[config.mk]
export PLATFORM = sky130hd
export DESIGN_NAME = dfs_supervisor
export DESIGN_NICKNAME = d
export VERILOG_FILES = /design/src/core/dfs_pkg.sv /design/src/core/dfs_delay_timer.sv /design/src/core/dfs_supervisor.sv
export SDC_FILE = /design/constraint.sdc
export NUM_CORES = 1
export LEC_CHECK = 0
export BUFFER_PORTS_ARGS = -buffer_cell sky130_fd_sc_hd__buf_2
export CELL_PAD_IN_SITES_DETAIL_PLACEMENT = 0
export CELL_PAD_IN_SITES_GLOBAL_PLACEMENT = 1
export CORE_MARGIN = 2
export CORE_UTILIZATION = 28
export CTS_CLUSTER_SIZE = 30
export DETAILED_ROUTE_END_ITERATION = 10
export GPL_TIMING_DRIVEN = 0
export PLACE_DENSITY_LB_ADDON = 0.05
export SLEW_MARGIN = 20
export SYNTH_ARGS = -nofsm -noshare
export SYNTH_HDL_FRONTEND = slang
export SYNTH_SLANG_ARGS = --single-unit
[constraint.sdc]
create_clock -name core_clk -period 4.6 [get_ports core_clk]
set_input_delay 0.69 -clock core_clk [delete_from_list [all_inputs] [get_ports core_clk]]
set_output_delay 0.69 -clock core_clk [all_outputs]
set_load 0.05 [all_outputs]
[src/core/dfs_pkg.sv]
package dfs_pkg;
  localparam int unsigned CLK_PERIOD_NS = 8;
  localparam int unsigned TICK_PERIOD_NS = 1000000;
  localparam int unsigned TICK_CYCLES = TICK_PERIOD_NS / CLK_PERIOD_NS;
  localparam int unsigned BLINK_MS = 250;
  localparam int unsigned HV_TRIP_MS = 5000;
  localparam int unsigned OV_TRIP_MS = 5000;
  localparam int unsigned UV_TRIP_MS = 2000;
  localparam int unsigned PEAK_TRIP_MS = 1000;

  localparam logic [7:0] INV_WARN_PCT = 8'h62;
  localparam logic [7:0] INV_TRIP_PCT = 8'h64;
  localparam logic [7:0] INV_RESET_PCT = 8'h5A;
  localparam logic [7:0] MOT_TRIP_PCT = 8'h64;

  localparam logic [2:0] TMO_FUNC_OFF = 3'h0;
  localparam logic [2:0] TMO_FUNC_STOP_TRIP = 3'h5;

  localparam logic [6:0] CODE_NONE = 7'h00;
  localparam logic [6:0] CODE_LIVE_ZERO = 7'h02;
  localparam logic [6:0] CODE_PHASE_LOSS = 7'h04;
  localparam logic [6:0] CODE_VOLT_HIGH = 7'h05;
  localparam logic [6:0] CODE_VOLT_LOW = 7'h06;
  localparam logic [6:0] CODE_OVERVOLT = 7'h07;
  localparam logic [6:0] CODE_UNDERVOLT = 7'h08;
  localparam logic [6:0] CODE_INV_OVERLOAD = 7'h09;
  localparam logic [6:0] CODE_MOT_OVERLOAD = 7'h0A;
  localparam logic [6:0] CODE_THERMISTOR = 7'h0B;
  localparam logic [6:0] CODE_CURR_LIMIT = 7'h0C;
  localparam logic [6:0] CODE_OVERCURRENT = 7'h0D;
  localparam logic [6:0] CODE_EARTH = 7'h0E;
  localparam logic [6:0] CODE_SWITCH_MODE = 7'h0F;
  localparam logic [6:0] CODE_SHORT = 7'h10;
  localparam logic [6:0] CODE_STD_TIMEOUT = 7'h11;
  localparam logic [6:0] CODE_FB_TIMEOUT = 7'h12;
  localparam logic [6:0] CODE_FREQ_RANGE = 7'h21;
  localparam logic [6:0] CODE_FB_COMM = 7'h22;
  localparam logic [6:0] CODE_INRUSH = 7'h23;
  localparam logic [6:0] CODE_OVERTEMP = 7'h24;
  localparam logic [6:0] CODE_INTERNAL = 7'h25;
  localparam logic [3:0] INTERNAL_LAST = 4'h8;
  localparam logic [6:0] CODE_LOCKED = 7'h63;

  localparam logic [2:0] PIN_SYNC_RESET = 3'h0;

  typedef enum logic [1:0] {
    DFS_READY   = 2'b00,
    DFS_TRIPPED = 2'b01,
    DFS_LOCKED  = 2'b11
  } dfs_state_type;
endpackage

[src/core/dfs_delay_timer.sv]
`timescale 1ns/100ps
module dfs_delay_timer #(
  parameter int unsigned WIDTH = 16
) (
  input  wire logic             core_clk,  // System clock
  input  wire logic             resetn,    // Asynchronous reset, low active
  input  wire logic             tick,      // Time base pulse
  input  wire logic             arm,       // Condition that runs the timer
  input  wire logic [WIDTH-1:0] limit,     // Ticks before expiry
  output logic                  expired    // Condition held for limit ticks
);
  logic [WIDTH-1:0] count_reg;

  if (WIDTH < 2) begin : g_bad_width
    $error("dfs_delay_timer: WIDTH below 2");
  end

  always_ff @(posedge core_clk or negedge resetn) begin
    if (!resetn) begin
      count_reg <= '0;
    end else if (!arm) begin
      count_reg <= '0;
    end else if (tick && count_reg < limit) begin
      count_reg <= count_reg + 1'b1;
    end
  end

  always_ff @(posedge core_clk or negedge resetn) begin
    if (!resetn) begin
      expired <= 1'b0;
    end else begin
      expired <= arm && (count_reg >= limit);
    end
  end
endmodule // dfs_delay_timer

[src/core/dfs_supervisor.sv]
`timescale 1ns/100ps
module dfs_supervisor #(
  parameter int unsigned TICK_CYCLES = dfs_pkg::TICK_CYCLES,
  parameter int unsigned MS_WIDTH    = 16
) (
  input  wire logic          core_clk,         // 125 MHz system clock
  input  wire logic          resetn,           // Power-on reset, low active
  input  wire logic          mains_present,    // Supply present pin
  input  wire logic          three_phase,      // Fed from three-phase supply
  input  wire logic          phase_loss_raw,   // Mains phase missing
  input  wire logic [11:0]   analog_in,        // Analog input level
  input  wire logic [11:0]   analog_min_scale, // Configured minimum scaling
  input  wire logic [11:0]   dc_link_voltage,  // Measured DC-link voltage
  input  wire logic [11:0]   dc_overvolt_lim,  // Overvoltage limit
  input  wire logic [11:0]   dc_warn_high_lim, // High warning level
  input  wire logic [11:0]   dc_warn_low_lim,  // Low warning level
  input  wire logic [11:0]   dc_undervolt_lim, // Undervoltage limit
  input  wire logic [7:0]    inv_thermal_pct,  // Inverter thermal counter
  input  wire logic [7:0]    mot_thermal_pct,  // Motor thermal counter
  input  wire logic          mot_prot_alarm,   // 1: motor faults alarm
  input  wire logic          thermistor_hot,   // Motor thermistor tripped
  input  wire logic [11:0]   output_current,   // Output current
  input  wire logic [11:0]   current_limit,    // Configured current limit
  input  wire logic [15:0]   oc_trip_delay_ms, // Current-limit trip delay
  input  wire logic          peak_over_limit,  // Peak above twice rated
  input  wire logic          earth_fault,      // Earth fault comparator
  input  wire logic          switch_mode_fault,// Internal supply fault
  input  wire logic          short_circuit,    // Output short circuit
  input  wire logic          inrush_fault,     // Too many power-ups
  input  wire logic          internal_fault,   // Internal fault present
  input  wire logic [3:0]    internal_index,   // Internal fault number
  input  wire logic          fb_comm_fault,    // Option card fault
  input  wire logic          overtemp,         // Power module too hot
  input  wire logic          panel_locked,     // Panel keys locked
  input  wire logic          std_bus_silent,   // Serial timeout elapsed
  input  wire logic [2:0]    std_tmo_func,     // Serial timeout function
  input  wire logic          fb_bus_silent,    // Fieldbus timeout elapsed
  input  wire logic [2:0]    fb_tmo_func,      // Fieldbus timeout function
  input  wire logic          ramp_done,        // Ramp down finished
  input  wire logic          freq_at_limit,    // Output at frequency limit
  input  wire logic          closed_loop_mode, // Closed-loop process mode
  input  wire logic          reset_key,        // Stop/reset key pin
  input  wire logic          reset_din,        // Reset digital input pin
  input  wire logic          ser_reset_cmd,    // Serial reset command pulse
  input  wire logic          auto_reset_en,    // Automatic reset selected
  output logic [6:0]         fault_code_display, // Shown code, 0 none
  output logic               display_flash,    // Code flashes
  output logic               warn_led,         // Yellow indication
  output logic               alarm_led,        // Red indication
  output logic               trip_locked,      // Locking trip latched
  output logic               coast_motor,      // Motor let coast
  output logic               inverter_disable, // Inverter switched off
  output logic               ramp_down_req,    // Ramp down for bus trip
  output logic               drive_ready,      // Ready to start
  output logic               ext_freq_range,   // Extended status bit
  output logic               reset_refused     // Last reset refused
);
  localparam logic [MS_WIDTH-1:0] HV_LIM = MS_WIDTH'(dfs_pkg::HV_TRIP_MS);
  localparam logic [MS_WIDTH-1:0] OV_LIM = MS_WIDTH'(dfs_pkg::OV_TRIP_MS);
  localparam logic [MS_WIDTH-1:0] UV_LIM = MS_WIDTH'(dfs_pkg::UV_TRIP_MS);
  localparam logic [MS_WIDTH-1:0] PK_LIM = MS_WIDTH'(dfs_pkg::PEAK_TRIP_MS);
  localparam int unsigned PW = $clog2(TICK_CYCLES);

  if (TICK_CYCLES < 2 || MS_WIDTH < 16) begin : g_bad_param
    $error("dfs_supervisor: TICK_CYCLES or MS_WIDTH too small");
  end

  dfs_pkg::dfs_state_type state_reg;
  logic [PW-1:0]   presc_reg;
  logic            tick_reg;
  logic [7:0]      blink_cnt_reg;
  logic            blink_reg;
  logic [2:0]      s1_reg, s2_reg, s3_reg, lvl_reg, lvl_d_reg;
  logic            key_edge, din_edge, mains_ok;
  logic [6:0]      alarm_code_reg;
  logic            pwr_cycled_reg;
  logic            inv_off_d_reg;
  logic            over_v, high_v, low_v, under_v;
  logic            hv_exp, ov_exp, uv_exp, oc_exp, pk_exp;
  logic            over_curr, std_on, fb_on, std_trip, fb_trip;
  logic            alarm_req, alarm_lock;
  logic [6:0]      alarm_code;
  logic [6:0]      warn_code;
  logic            manual_reset, auto_reset, int_reset, any_reset;
  logic            reset_ok;

  // Time base shared by every delay and the blink
  always_ff @(posedge core_clk or negedge resetn) begin
    if (!resetn) begin
      presc_reg <= '0;
      tick_reg  <= 1'b0;
    end else if (presc_reg == PW'(TICK_CYCLES - 1)) begin
      presc_reg <= '0;
      tick_reg  <= 1'b1;
    end else begin
      presc_reg <= presc_reg + 1'b1;
      tick_reg  <= 1'b0;
    end
  end

  always_ff @(posedge core_clk or negedge resetn) begin
    if (!resetn) begin
      blink_cnt_reg <= '0;
      blink_reg     <= 1'b0;
    end else if (tick_reg) begin
      if (blink_cnt_reg == 8'(dfs_pkg::BLINK_MS - 1)) begin
        blink_cnt_reg <= '0;
        blink_reg     <= ~blink_reg;
      end else begin
        blink_cnt_reg <= blink_cnt_reg + 1'b1;
      end
    end
  end

  // Pins: three stages, level moves only when stages two and three agree
  always_ff @(posedge core_clk or negedge resetn) begin
    if (!resetn) begin
      s1_reg    <= dfs_pkg::PIN_SYNC_RESET;
      s2_reg    <= dfs_pkg::PIN_SYNC_RESET;
      s3_reg    <= dfs_pkg::PIN_SYNC_RESET;
      lvl_reg   <= dfs_pkg::PIN_SYNC_RESET;
      lvl_d_reg <= dfs_pkg::PIN_SYNC_RESET;
    end else begin
      s1_reg    <= {mains_present, reset_din, reset_key};
      s2_reg    <= s1_reg;
      s3_reg    <= s2_reg;
      lvl_reg   <= (s2_reg & s3_reg) | (lvl_reg & (s2_reg | s3_reg));
      lvl_d_reg <= lvl_reg;
    end
  end

  assign key_edge = lvl_reg[0] & ~lvl_d_reg[0];
  assign din_edge = lvl_reg[1] & ~lvl_d_reg[1];
  assign mains_ok = lvl_reg[2];

  // Measurement comparisons
  assign over_v    = dc_link_voltage > dc_overvolt_lim;
  assign high_v    = dc_link_voltage > dc_warn_high_lim;
  assign low_v     = dc_link_voltage < dc_warn_low_lim;
  assign under_v   = dc_link_voltage < dc_undervolt_lim;
  assign over_curr = output_current > current_limit;
  assign std_on    = std_bus_silent && std_tmo_func != dfs_pkg::TMO_FUNC_OFF;
  assign fb_on     = fb_bus_silent && fb_tmo_func != dfs_pkg::TMO_FUNC_OFF;
  assign std_trip  = std_on && std_tmo_func == dfs_pkg::TMO_FUNC_STOP_TRIP;
  assign fb_trip   = fb_on && fb_tmo_func == dfs_pkg::TMO_FUNC_STOP_TRIP;

  dfs_delay_timer #(.WIDTH(MS_WIDTH)) u_hv_timer (
    .core_clk (core_clk),
    .resetn   (resetn),
    .tick     (tick_reg),
    .arm      (high_v),
    .limit    (HV_LIM),
    .expired  (hv_exp)
  );

  dfs_delay_timer #(.WIDTH(MS_WIDTH)) u_ov_timer (
    .core_clk (core_clk),
    .resetn   (resetn),
    .tick     (tick_reg),
    .arm      (over_v),
    .limit    (OV_LIM),
    .expired  (ov_exp)
  );

  dfs_delay_timer #(.WIDTH(MS_WIDTH)) u_uv_timer (
    .core_clk (core_clk),
    .resetn   (resetn),
    .tick     (tick_reg),
    .arm      (under_v),
    .limit    (UV_LIM),
    .expired  (uv_exp)
  );

  dfs_delay_timer #(.WIDTH(MS_WIDTH)) u_oc_timer (
    .core_clk (core_clk),
    .resetn   (resetn),
    .tick     (tick_reg),
    .arm      (over_curr),
    .limit    (MS_WIDTH'(oc_trip_delay_ms)),
    .expired  (oc_exp)
  );

  dfs_delay_timer #(.WIDTH(MS_WIDTH)) u_pk_timer (
    .core_clk (core_clk),
    .resetn   (resetn),
    .tick     (tick_reg),
    .arm      (peak_over_limit),
    .limit    (PK_LIM),
    .expired  (pk_exp)
  );

  // Trip requests; locking sources win over non-locking ones
  always_comb begin
    alarm_req  = 1'b1;
    alarm_lock = 1'b1;
    alarm_code = dfs_pkg::CODE_NONE;
    if (internal_fault && internal_index <= dfs_pkg::INTERNAL_LAST) begin
      alarm_code = dfs_pkg::CODE_INTERNAL + {3'h0, internal_index};
    end else if (short_circuit) begin
      alarm_code = dfs_pkg::CODE_SHORT;
    end else if (earth_fault) begin
      alarm_code = dfs_pkg::CODE_EARTH;
    end else if (switch_mode_fault) begin
      alarm_code = dfs_pkg::CODE_SWITCH_MODE;
    end else if (inrush_fault) begin
      alarm_code = dfs_pkg::CODE_INRUSH;
    end else if (pk_exp) begin
      alarm_code = dfs_pkg::CODE_OVERCURRENT;
    end else if (ov_exp || hv_exp) begin
      alarm_code = dfs_pkg::CODE_OVERVOLT;
    end else if (uv_exp) begin
      alarm_code = dfs_pkg::CODE_UNDERVOLT;
    end else if (three_phase && phase_loss_raw) begin
      alarm_code = dfs_pkg::CODE_PHASE_LOSS;
    end else begin
      alarm_lock = 1'b0;
      if (inv_thermal_pct >= dfs_pkg::INV_TRIP_PCT) begin
        alarm_code = dfs_pkg::CODE_INV_OVERLOAD;
      end else if (mot_prot_alarm && mot_thermal_pct >= dfs_pkg::MOT_TRIP_PCT) begin
        alarm_code = dfs_pkg::CODE_MOT_OVERLOAD;
      end else if (mot_prot_alarm && thermistor_hot) begin
        alarm_code = dfs_pkg::CODE_THERMISTOR;
      end else if (oc_exp) begin
        alarm_code = dfs_pkg::CODE_CURR_LIMIT;
      end else if (std_trip && ramp_done) begin
        alarm_code = dfs_pkg::CODE_STD_TIMEOUT;
      end else if (fb_trip && ramp_done) begin
        alarm_code = dfs_pkg::CODE_FB_TIMEOUT;
      end else if (fb_comm_fault) begin
        alarm_code = dfs_pkg::CODE_FB_COMM;
      end else if (overtemp) begin
        alarm_code = dfs_pkg::CODE_OVERTEMP;
      end else if (analog_in < (analog_min_scale >> 1)) begin
        alarm_code = dfs_pkg::CODE_LIVE_ZERO;
      end else begin
        alarm_req = 1'b0;
      end
    end
  end

  // Warnings follow their conditions and are never latched
  always_comb begin
    warn_code = dfs_pkg::CODE_NONE;
    if (peak_over_limit) begin
      warn_code = dfs_pkg::CODE_OVERCURRENT;
    end else if (three_phase && phase_loss_raw) begin
      warn_code = dfs_pkg::CODE_PHASE_LOSS;
    end else if (over_v) begin
      warn_code = dfs_pkg::CODE_OVERVOLT;
    end else if (under_v) begin
      warn_code = dfs_pkg::CODE_UNDERVOLT;
    end else if (inv_thermal_pct >= dfs_pkg::INV_WARN_PCT) begin
      warn_code = dfs_pkg::CODE_INV_OVERLOAD;
    end else if (!mot_prot_alarm && mot_thermal_pct >= dfs_pkg::MOT_TRIP_PCT) begin
      warn_code = dfs_pkg::CODE_MOT_OVERLOAD;
    end else if (thermistor_hot) begin
      warn_code = dfs_pkg::CODE_THERMISTOR;
    end else if (over_curr) begin
      warn_code = dfs_pkg::CODE_CURR_LIMIT;
    end else if (std_on) begin
      warn_code = dfs_pkg::CODE_STD_TIMEOUT;
    end else if (fb_on) begin
      warn_code = dfs_pkg::CODE_FB_TIMEOUT;
    end else if (fb_comm_fault) begin
      warn_code = dfs_pkg::CODE_FB_COMM;
    end else if (overtemp) begin
      warn_code = dfs_pkg::CODE_OVERTEMP;
    end else if (analog_in < (analog_min_scale >> 1)) begin
      warn_code = dfs_pkg::CODE_LIVE_ZERO;
    end else if (high_v) begin
      warn_code = dfs_pkg::CODE_VOLT_HIGH;
    end else if (low_v) begin
      warn_code = dfs_pkg::CODE_VOLT_LOW;
    end else if (freq_at_limit && closed_loop_mode) begin
      warn_code = dfs_pkg::CODE_FREQ_RANGE;
    end else if (panel_locked) begin
      warn_code = dfs_pkg::CODE_LOCKED;
    end
  end

  // Reset sources
  assign manual_reset = key_edge | din_edge | ser_reset_cmd;
  assign auto_reset   = auto_reset_en && !alarm_req;
  assign int_reset    = inverter_disable && !inv_off_d_reg;
  assign any_reset    = manual_reset | auto_reset | int_reset;
  // Inverter overload cannot be cleared while the counter is still hot
  assign reset_ok = !(alarm_code_reg == dfs_pkg::CODE_INV_OVERLOAD &&
                      inv_thermal_pct >= dfs_pkg::INV_RESET_PCT);

  always_ff @(posedge core_clk or negedge resetn) begin
    if (!resetn) begin
      inv_off_d_reg <= 1'b0;
    end else begin
      inv_off_d_reg <= inverter_disable;
    end
  end

  // Supply loss while locked arms the next reset
  always_ff @(posedge core_clk or negedge resetn) begin
    if (!resetn) begin
      pwr_cycled_reg <= 1'b0;
    end else if (state_reg != dfs_pkg::DFS_LOCKED) begin
      pwr_cycled_reg <= 1'b0;
    end else if (!mains_ok) begin
      pwr_cycled_reg <= 1'b1;
    end
  end

  // Trip state; a new trip request wins over a reset in the same cycle
  always_ff @(posedge core_clk or negedge resetn) begin
    if (!resetn) begin
      state_reg      <= dfs_pkg::DFS_READY;
      alarm_code_reg <= dfs_pkg::CODE_NONE;
      reset_refused  <= 1'b0;
    end else begin
      case (state_reg)
        dfs_pkg::DFS_READY: begin
          if (alarm_req) begin
            state_reg      <= alarm_lock ? dfs_pkg::DFS_LOCKED : dfs_pkg::DFS_TRIPPED;
            alarm_code_reg <= alarm_code;
          end
        end
        dfs_pkg::DFS_TRIPPED: begin
          if (alarm_req && alarm_lock) begin
            state_reg      <= dfs_pkg::DFS_LOCKED;
            alarm_code_reg <= alarm_code;
          end else if (any_reset && !alarm_req && reset_ok) begin
            state_reg      <= dfs_pkg::DFS_READY;
            alarm_code_reg <= dfs_pkg::CODE_NONE;
            reset_refused  <= 1'b0;
          end else if (manual_reset && !reset_ok) begin
            reset_refused  <= 1'b1;
          end
        end
        dfs_pkg::DFS_LOCKED: begin
          if (manual_reset && pwr_cycled_reg && mains_ok && !alarm_req) begin
            state_reg      <= dfs_pkg::DFS_READY;
            alarm_code_reg <= dfs_pkg::CODE_NONE;
          end
        end
        default: begin
          state_reg      <= dfs_pkg::DFS_LOCKED;
          alarm_code_reg <= dfs_pkg::CODE_NONE;
        end
      endcase
    end
  end

  // Display and indications
  always_ff @(posedge core_clk or negedge resetn) begin
    if (!resetn) begin
      fault_code_display <= dfs_pkg::CODE_NONE;
      display_flash      <= 1'b0;
      warn_led           <= 1'b0;
      alarm_led          <= 1'b0;
    end else if (state_reg != dfs_pkg::DFS_READY) begin
      fault_code_display <= alarm_code_reg;
      display_flash      <= 1'b1;
      alarm_led          <= blink_reg;
      // Yellow joins while the cause persists; a locked trip shows both
      warn_led           <= (state_reg == dfs_pkg::DFS_LOCKED) ? blink_reg :
                            (alarm_req ? blink_reg : 1'b0);
    end else begin
      fault_code_display <= warn_code;
      display_flash      <= 1'b0;
      alarm_led          <= 1'b0;
      warn_led           <= warn_code != dfs_pkg::CODE_NONE;
    end
  end

  always_ff @(posedge core_clk or negedge resetn) begin
    if (!resetn) begin
      inverter_disable <= 1'b0;
      ramp_down_req    <= 1'b0;
      ext_freq_range   <= 1'b0;
    end else begin
      inverter_disable <= over_v || under_v;
      ramp_down_req    <= std_trip || fb_trip;
      ext_freq_range   <= freq_at_limit && !closed_loop_mode;
    end
  end

  assign trip_locked = state_reg == dfs_pkg::DFS_LOCKED;
  assign coast_motor = state_reg != dfs_pkg::DFS_READY;
  assign drive_ready = state_reg == dfs_pkg::DFS_READY && mains_ok;
endmodule // dfs_supervisor

After elaboration in Yosys (flattened, before gate mapping)
Index checks and enable logic that the tools add are counted.

Input port bits: 175. Register bits after elaboration: 151.

Reduce and logical (&&, ||, !) cells: 51. $add $sub $neg: 8. Bitwise operators: 14. $lt $le $gt $ge: 21. Equality and inequality tests: 17. Muxes and demuxes: 96.

Operators with widths (number): $mux 7 (23); $mux 16 (10); $mux 6 (16); $add 16x1->16 const B (5); $mux 1 (37); $gt 12x12->1 (3); $logic_and 1x1->1 (34); $ge 16x13->1 const B (2); $ge 8x7->1 const B (4); $lt 16x13->1 const B (2); $lt 12x12->1 (2); $pmux 7 s3 (1); $add 17x1->17 const B (1); $eq 17x17->1 const B (1); $mux 17 (1); $ge 16x10->1 const B (1); $ge 16x11->1 const B (1); $ge 16x16->1 (1); $lt 16x10->1 const B (1); $lt 16x11->1 const B (1); $lt 16x16->1 (1); $lt 12x11->1 (1); $mux 2 (6); $ne 2x2->1 const B (5); other kinds (25) (47).

Longest topological paths before layout
Depth after elaboration: 28. Mapped depth: 11.

By module
A second synthesis with hierarchy kept.

Cells, all modules: 1351. Area, all modules: 11698.7 um^2.

Modules (own cells, without submodules): dfs_delay_timer (cells each 152, instances 5, area an instance 1328.8 um^2); dfs_supervisor (cells each 591, instances 1, area an instance 5054.8 um^2).

Least setup slack after synthesis
OpenSTA, ideal clock, no wires.

Path type: input -> register. From: in oc_trip_delay_ms[1]. To: reg u_oc_timer.count_reg[15]. Slack: 1.799 ns. Data arrival time: 2.677 ns. Buffers on the path: 0. Required time: 4.475 ns. Stages: 10. Cells stage by stage: inv_1 ha_1 nor2b_1 o21a_1 o21ai_0 a21oi_1 o21ai_1 a21oi_1 or4_1 mux2_2.

Longest elaborated chain between the ends: 3.

Ends and longest elaborated chain: start: declaration (line dfs_supervisor.sv:24) `input wire logic [15:0] oc_trip_delay_ms,`; $lt 16x16->1 (line dfs_delay_timer.sv:23) `end else if (tick && count_reg < limit) begin`; $logic_and 1x1->1 (line dfs_delay_timer.sv:23); $ne 2x2->1 (no line); end signal: assignment (line dfs_delay_timer.sv:24) `count_reg <= count_reg + 1'b1;`; end: declaration (line dfs_delay_timer.sv:12) `logic [WIDTH-1:0] count_reg;`.

Every way passes these cells. A chain may end at the register's enable or synchronous reset.

Worst setup path in the final report
From: in output_current[9]. To: reg u_oc_timer.expired.

Longest elaborated chain between the ends: 2.

Ends and longest elaborated chain: start: declaration (line dfs_supervisor.sv:22) `input wire logic [11:0] output_current,`; $gt 12x12->1 (line dfs_supervisor.sv:141) `assign over_curr = output_current > current_limit;`; $logic_and 1x1->1 (line dfs_delay_timer.sv:32) `expired <= arm && (count_reg >= limit);`; end signal: assignment (line dfs_delay_timer.sv:32); end: declaration (line dfs_delay_timer.sv:10) `output logic expired`.

Every way passes these cells.

==> metrics <==
status=complete, no violations; Syn Area/Cell=approximately 9 um2; gpl congestion=roughly 0.78; Post-Synth XOR/XNOR Area=0.0621; I/O pin total=192; clk_skew=0.0129 ns; number of flip-flops in the largest register=17; Most used DFF post-synth=dfrtp_1; clk buf depth=2; endpoint type of the worst setup path=flop; Setup crit start kind=input pin; Net Sw Frac=0.300; Synth Area in Compound Gates=0.144; Finish-stage setup viols=0; residual DRC count=0; CTS sink count=150; Crit Reg-Reg Endpoint=u_oc_timer.count_reg[15]; clk slew on worst S/H paths=0.07 ns; leakage power total=5.68 nW; register area=0.00375 mm2; Fmax=309 MHz; Ys Warns=0; Synth Area in Adders=0.134; ANT cells=0; max_slew headroom=0.360; fill count=roughly 3.6k; unrepaired setup endpoints after global routing=false; drt wl/cell=15.5 um; commonest non-fill, non-tap cell in the layout=buf_2; IO buf count=187; Layout area overhead=22.9%; CP required=4.87 ns; GRT Util Overall=0.156; Synth async-reset ratio=1.00; first-pass GRT wire length=43400 um; Synthesized Nets=1318; largest family of logic cells by synthesized area=simple AND/OR/NAND/NOR gates; Crit. Startpoint=output_current[9]; DR iter-0 viols=~310; Int Power=about 2.5 mW; reg2reg start=u_oc_timer.count_reg[9]; Slew @ Worst Pin=0.954 ns; Yosys cell types=73; Max VDD drop=0.243 mV; area occupied by multi-input gates=0.00518 mm2; Mapped Cells=roughly 1.0k; TritonCTS buffer count=17; EDFF count, synth=0; total core area=0.0334 mm2; detail-routed via count per cell=~4.6; Post-DRT Antenna Nets=0; Hold Vio Cnt, Final=0; register bit total from synthesis=150; FF-to-FF path depth=9; Routed WL=26600 um; synth top area cells=dfrtp_1, ha_1, nor2_1; GRT overflow=0; CP Capture Point=u_oc_timer.expired; Final period util=0.704; Synth Cell Area=0.00945 mm2; Initial Util=0.283; 1st-pass router iterations=4; DR WL met2=12300 um; WP data arrival=3.51 ns; Die Width=about 190 um; met3 WL post-DR=1080 um; die height=about 190 um; commonest non-fill, non-tap cells in the layout=buf_2, dfrtp_1, nor2_1; post-CTS setup buffers=0; Hold WC Path Type=input pin to asynchronous set/reset pin; Sw Pwr=1.09 mW; Fin Setup TNS=0 ns; via count=7895; Gate power share=0.183; CTS tree=built; minimum clock period after layout=3.24 ns; synthesized-area fraction occupied by and/or/nand/nor cells=0.203; Reg power frac=0.395; post-DP HPWL=21000 um; fin. max-slew vios=0; leading area contributor after synthesis=dfrtp_1; Power, Total=3.62 mW; share of cells above drive strength 1=0.188; vias in the first global route=8060; DR top layer=met4; post-CTS sizing=0; Pwr Density=roughly 310 mW/mm2; Root Driver=clkbuf_16; r2r setup slk=between 1.5 and 2 ns; share of the synthesized area in the top cell type=0.397; CTS Hold Bufs=0; die area=0.0352 mm2; Worst-Skew Late Latency=around 0.43 ns; post-synthesis mux area share=0.00437; initial antenna violation count=0; Core Rows=67; clock network power share=0.422; Max H-tree Level=4; Metal-1 WL=12800 um; NumNets Final=about 1.5k; CP max FO=10; largest net degree at the start of global routing=77; sequential cell area fraction in the yosys report=0.397; CP Class=input pin to flop; maxcap violations=0
critical path, stage by stage:
cell      delay (ns)
buf_2           0.10
ha_1            0.30
a211o_1         0.26
a21oi_1         0.20
o211ai_1        0.12
o21ai_1         0.67
clkbuf_1        0.53
buf_1           0.48
nor2_1          0.16
power groups by stage:
stage	logic (mW)	registers [mW]	clock network (mW)
after floorplan	0.313	1.53	0
after global placement	0.671	1.46	0
after detailed placement	0.675	1.45	0
after CTS	0.678	1.43	1.57
after global routing	0.740	1.44	1.63
final	0.661	1.43	1.53
cells by family (layout without fill, tap and decap cells):
kind of cell / count (synthesis) / after routing
flops: 150 / 150
buf+inv: 135 / 354
mux: 4 / 4
compound gates: 206 / 206
fa+ha+maj: 102 / 102
simple gates: 381 / 381
xor+xnor: 67 / 67
layer usage:
metal / GRT usage / up-vias
met2: 0.259 / 143
li1: - / 4076
met4: 0.0433 / 0
met3: 0.0290 / 24
met1: 0.209 / 3652
met5: 0 / -
how the worst min path moves through the flow:
stage | from | end | depth (start not counted)
floorplan | s1_reg[0] | s2_reg[0] | 0
global placement | s1_reg[0] | s2_reg[0] | 0
detailed placement | s1_reg[0] | s2_reg[0] | 0
CTS | resetn | u_pk_timer.count_reg[8] | 1
global route | resetn | u_pk_timer.count_reg[8] | 1
finish | resetn | u_pk_timer.count_reg[6] | 1
synth_stat cells, drive strengths merged (3+ instances only):
cell type,n
o22ai,4
a211oi,8
nor4,10
nor4b,4
and4,3
o31a,3
nor3,17
nor2,121
or4,6
ha,98
or3,8
nor2b,13
xor2,37
inv,118
nand4,30
clkbuf,12
nand4b,6
o31ai,7
and2,21
nand3,33
a2111oi,5
dfrtp,150
buf,5
and3,16
a211o,5
o211ai,9
o21a,8
nand2b,8
a21o,12
o21ai,47
a22o,6
a31oi,17
mux2i,3
maj3,4
a21oi,55
nand2,76
xnor2,30
metrics by stage:
stage | cells | instance area [um2] | utilization | setup slack [ns] | hold slack, ns
finish | 1712 | 11600 | 0.348 | 1.36 | 0.222
global route | 1712 | 11600 | 0.348 | 1.05 | 0.250
CTS | 1712 | 11600 | 0.348 | 1.30 | 0.236
detailed placement | 1681 | 11000 | 0.329 | 0.848 | 0.339
global placement | 1680 | 10900 | 0.328 | 0.224 | 0.334
floorplan | 1045 | 9450 | - | 1.80 | 0.331
final cells by class:
| cell class | count | share of cell area |
|---|---|---|
| buffer | 17 | 0.00668 |
| clock buffer | 19 | 0.0373 |
| inverter | 118 | 0.0382 |
| multi-input combinational | 760 | 0.446 |
| timing repair buffer | 188 | 0.0839 |
| clock inverter | 12 | 0.0164 |
| sequential | 150 | 0.323 |
| tap | 448 | 0.0483 |
No activity file was read; power rests on OpenSTA's default activity.
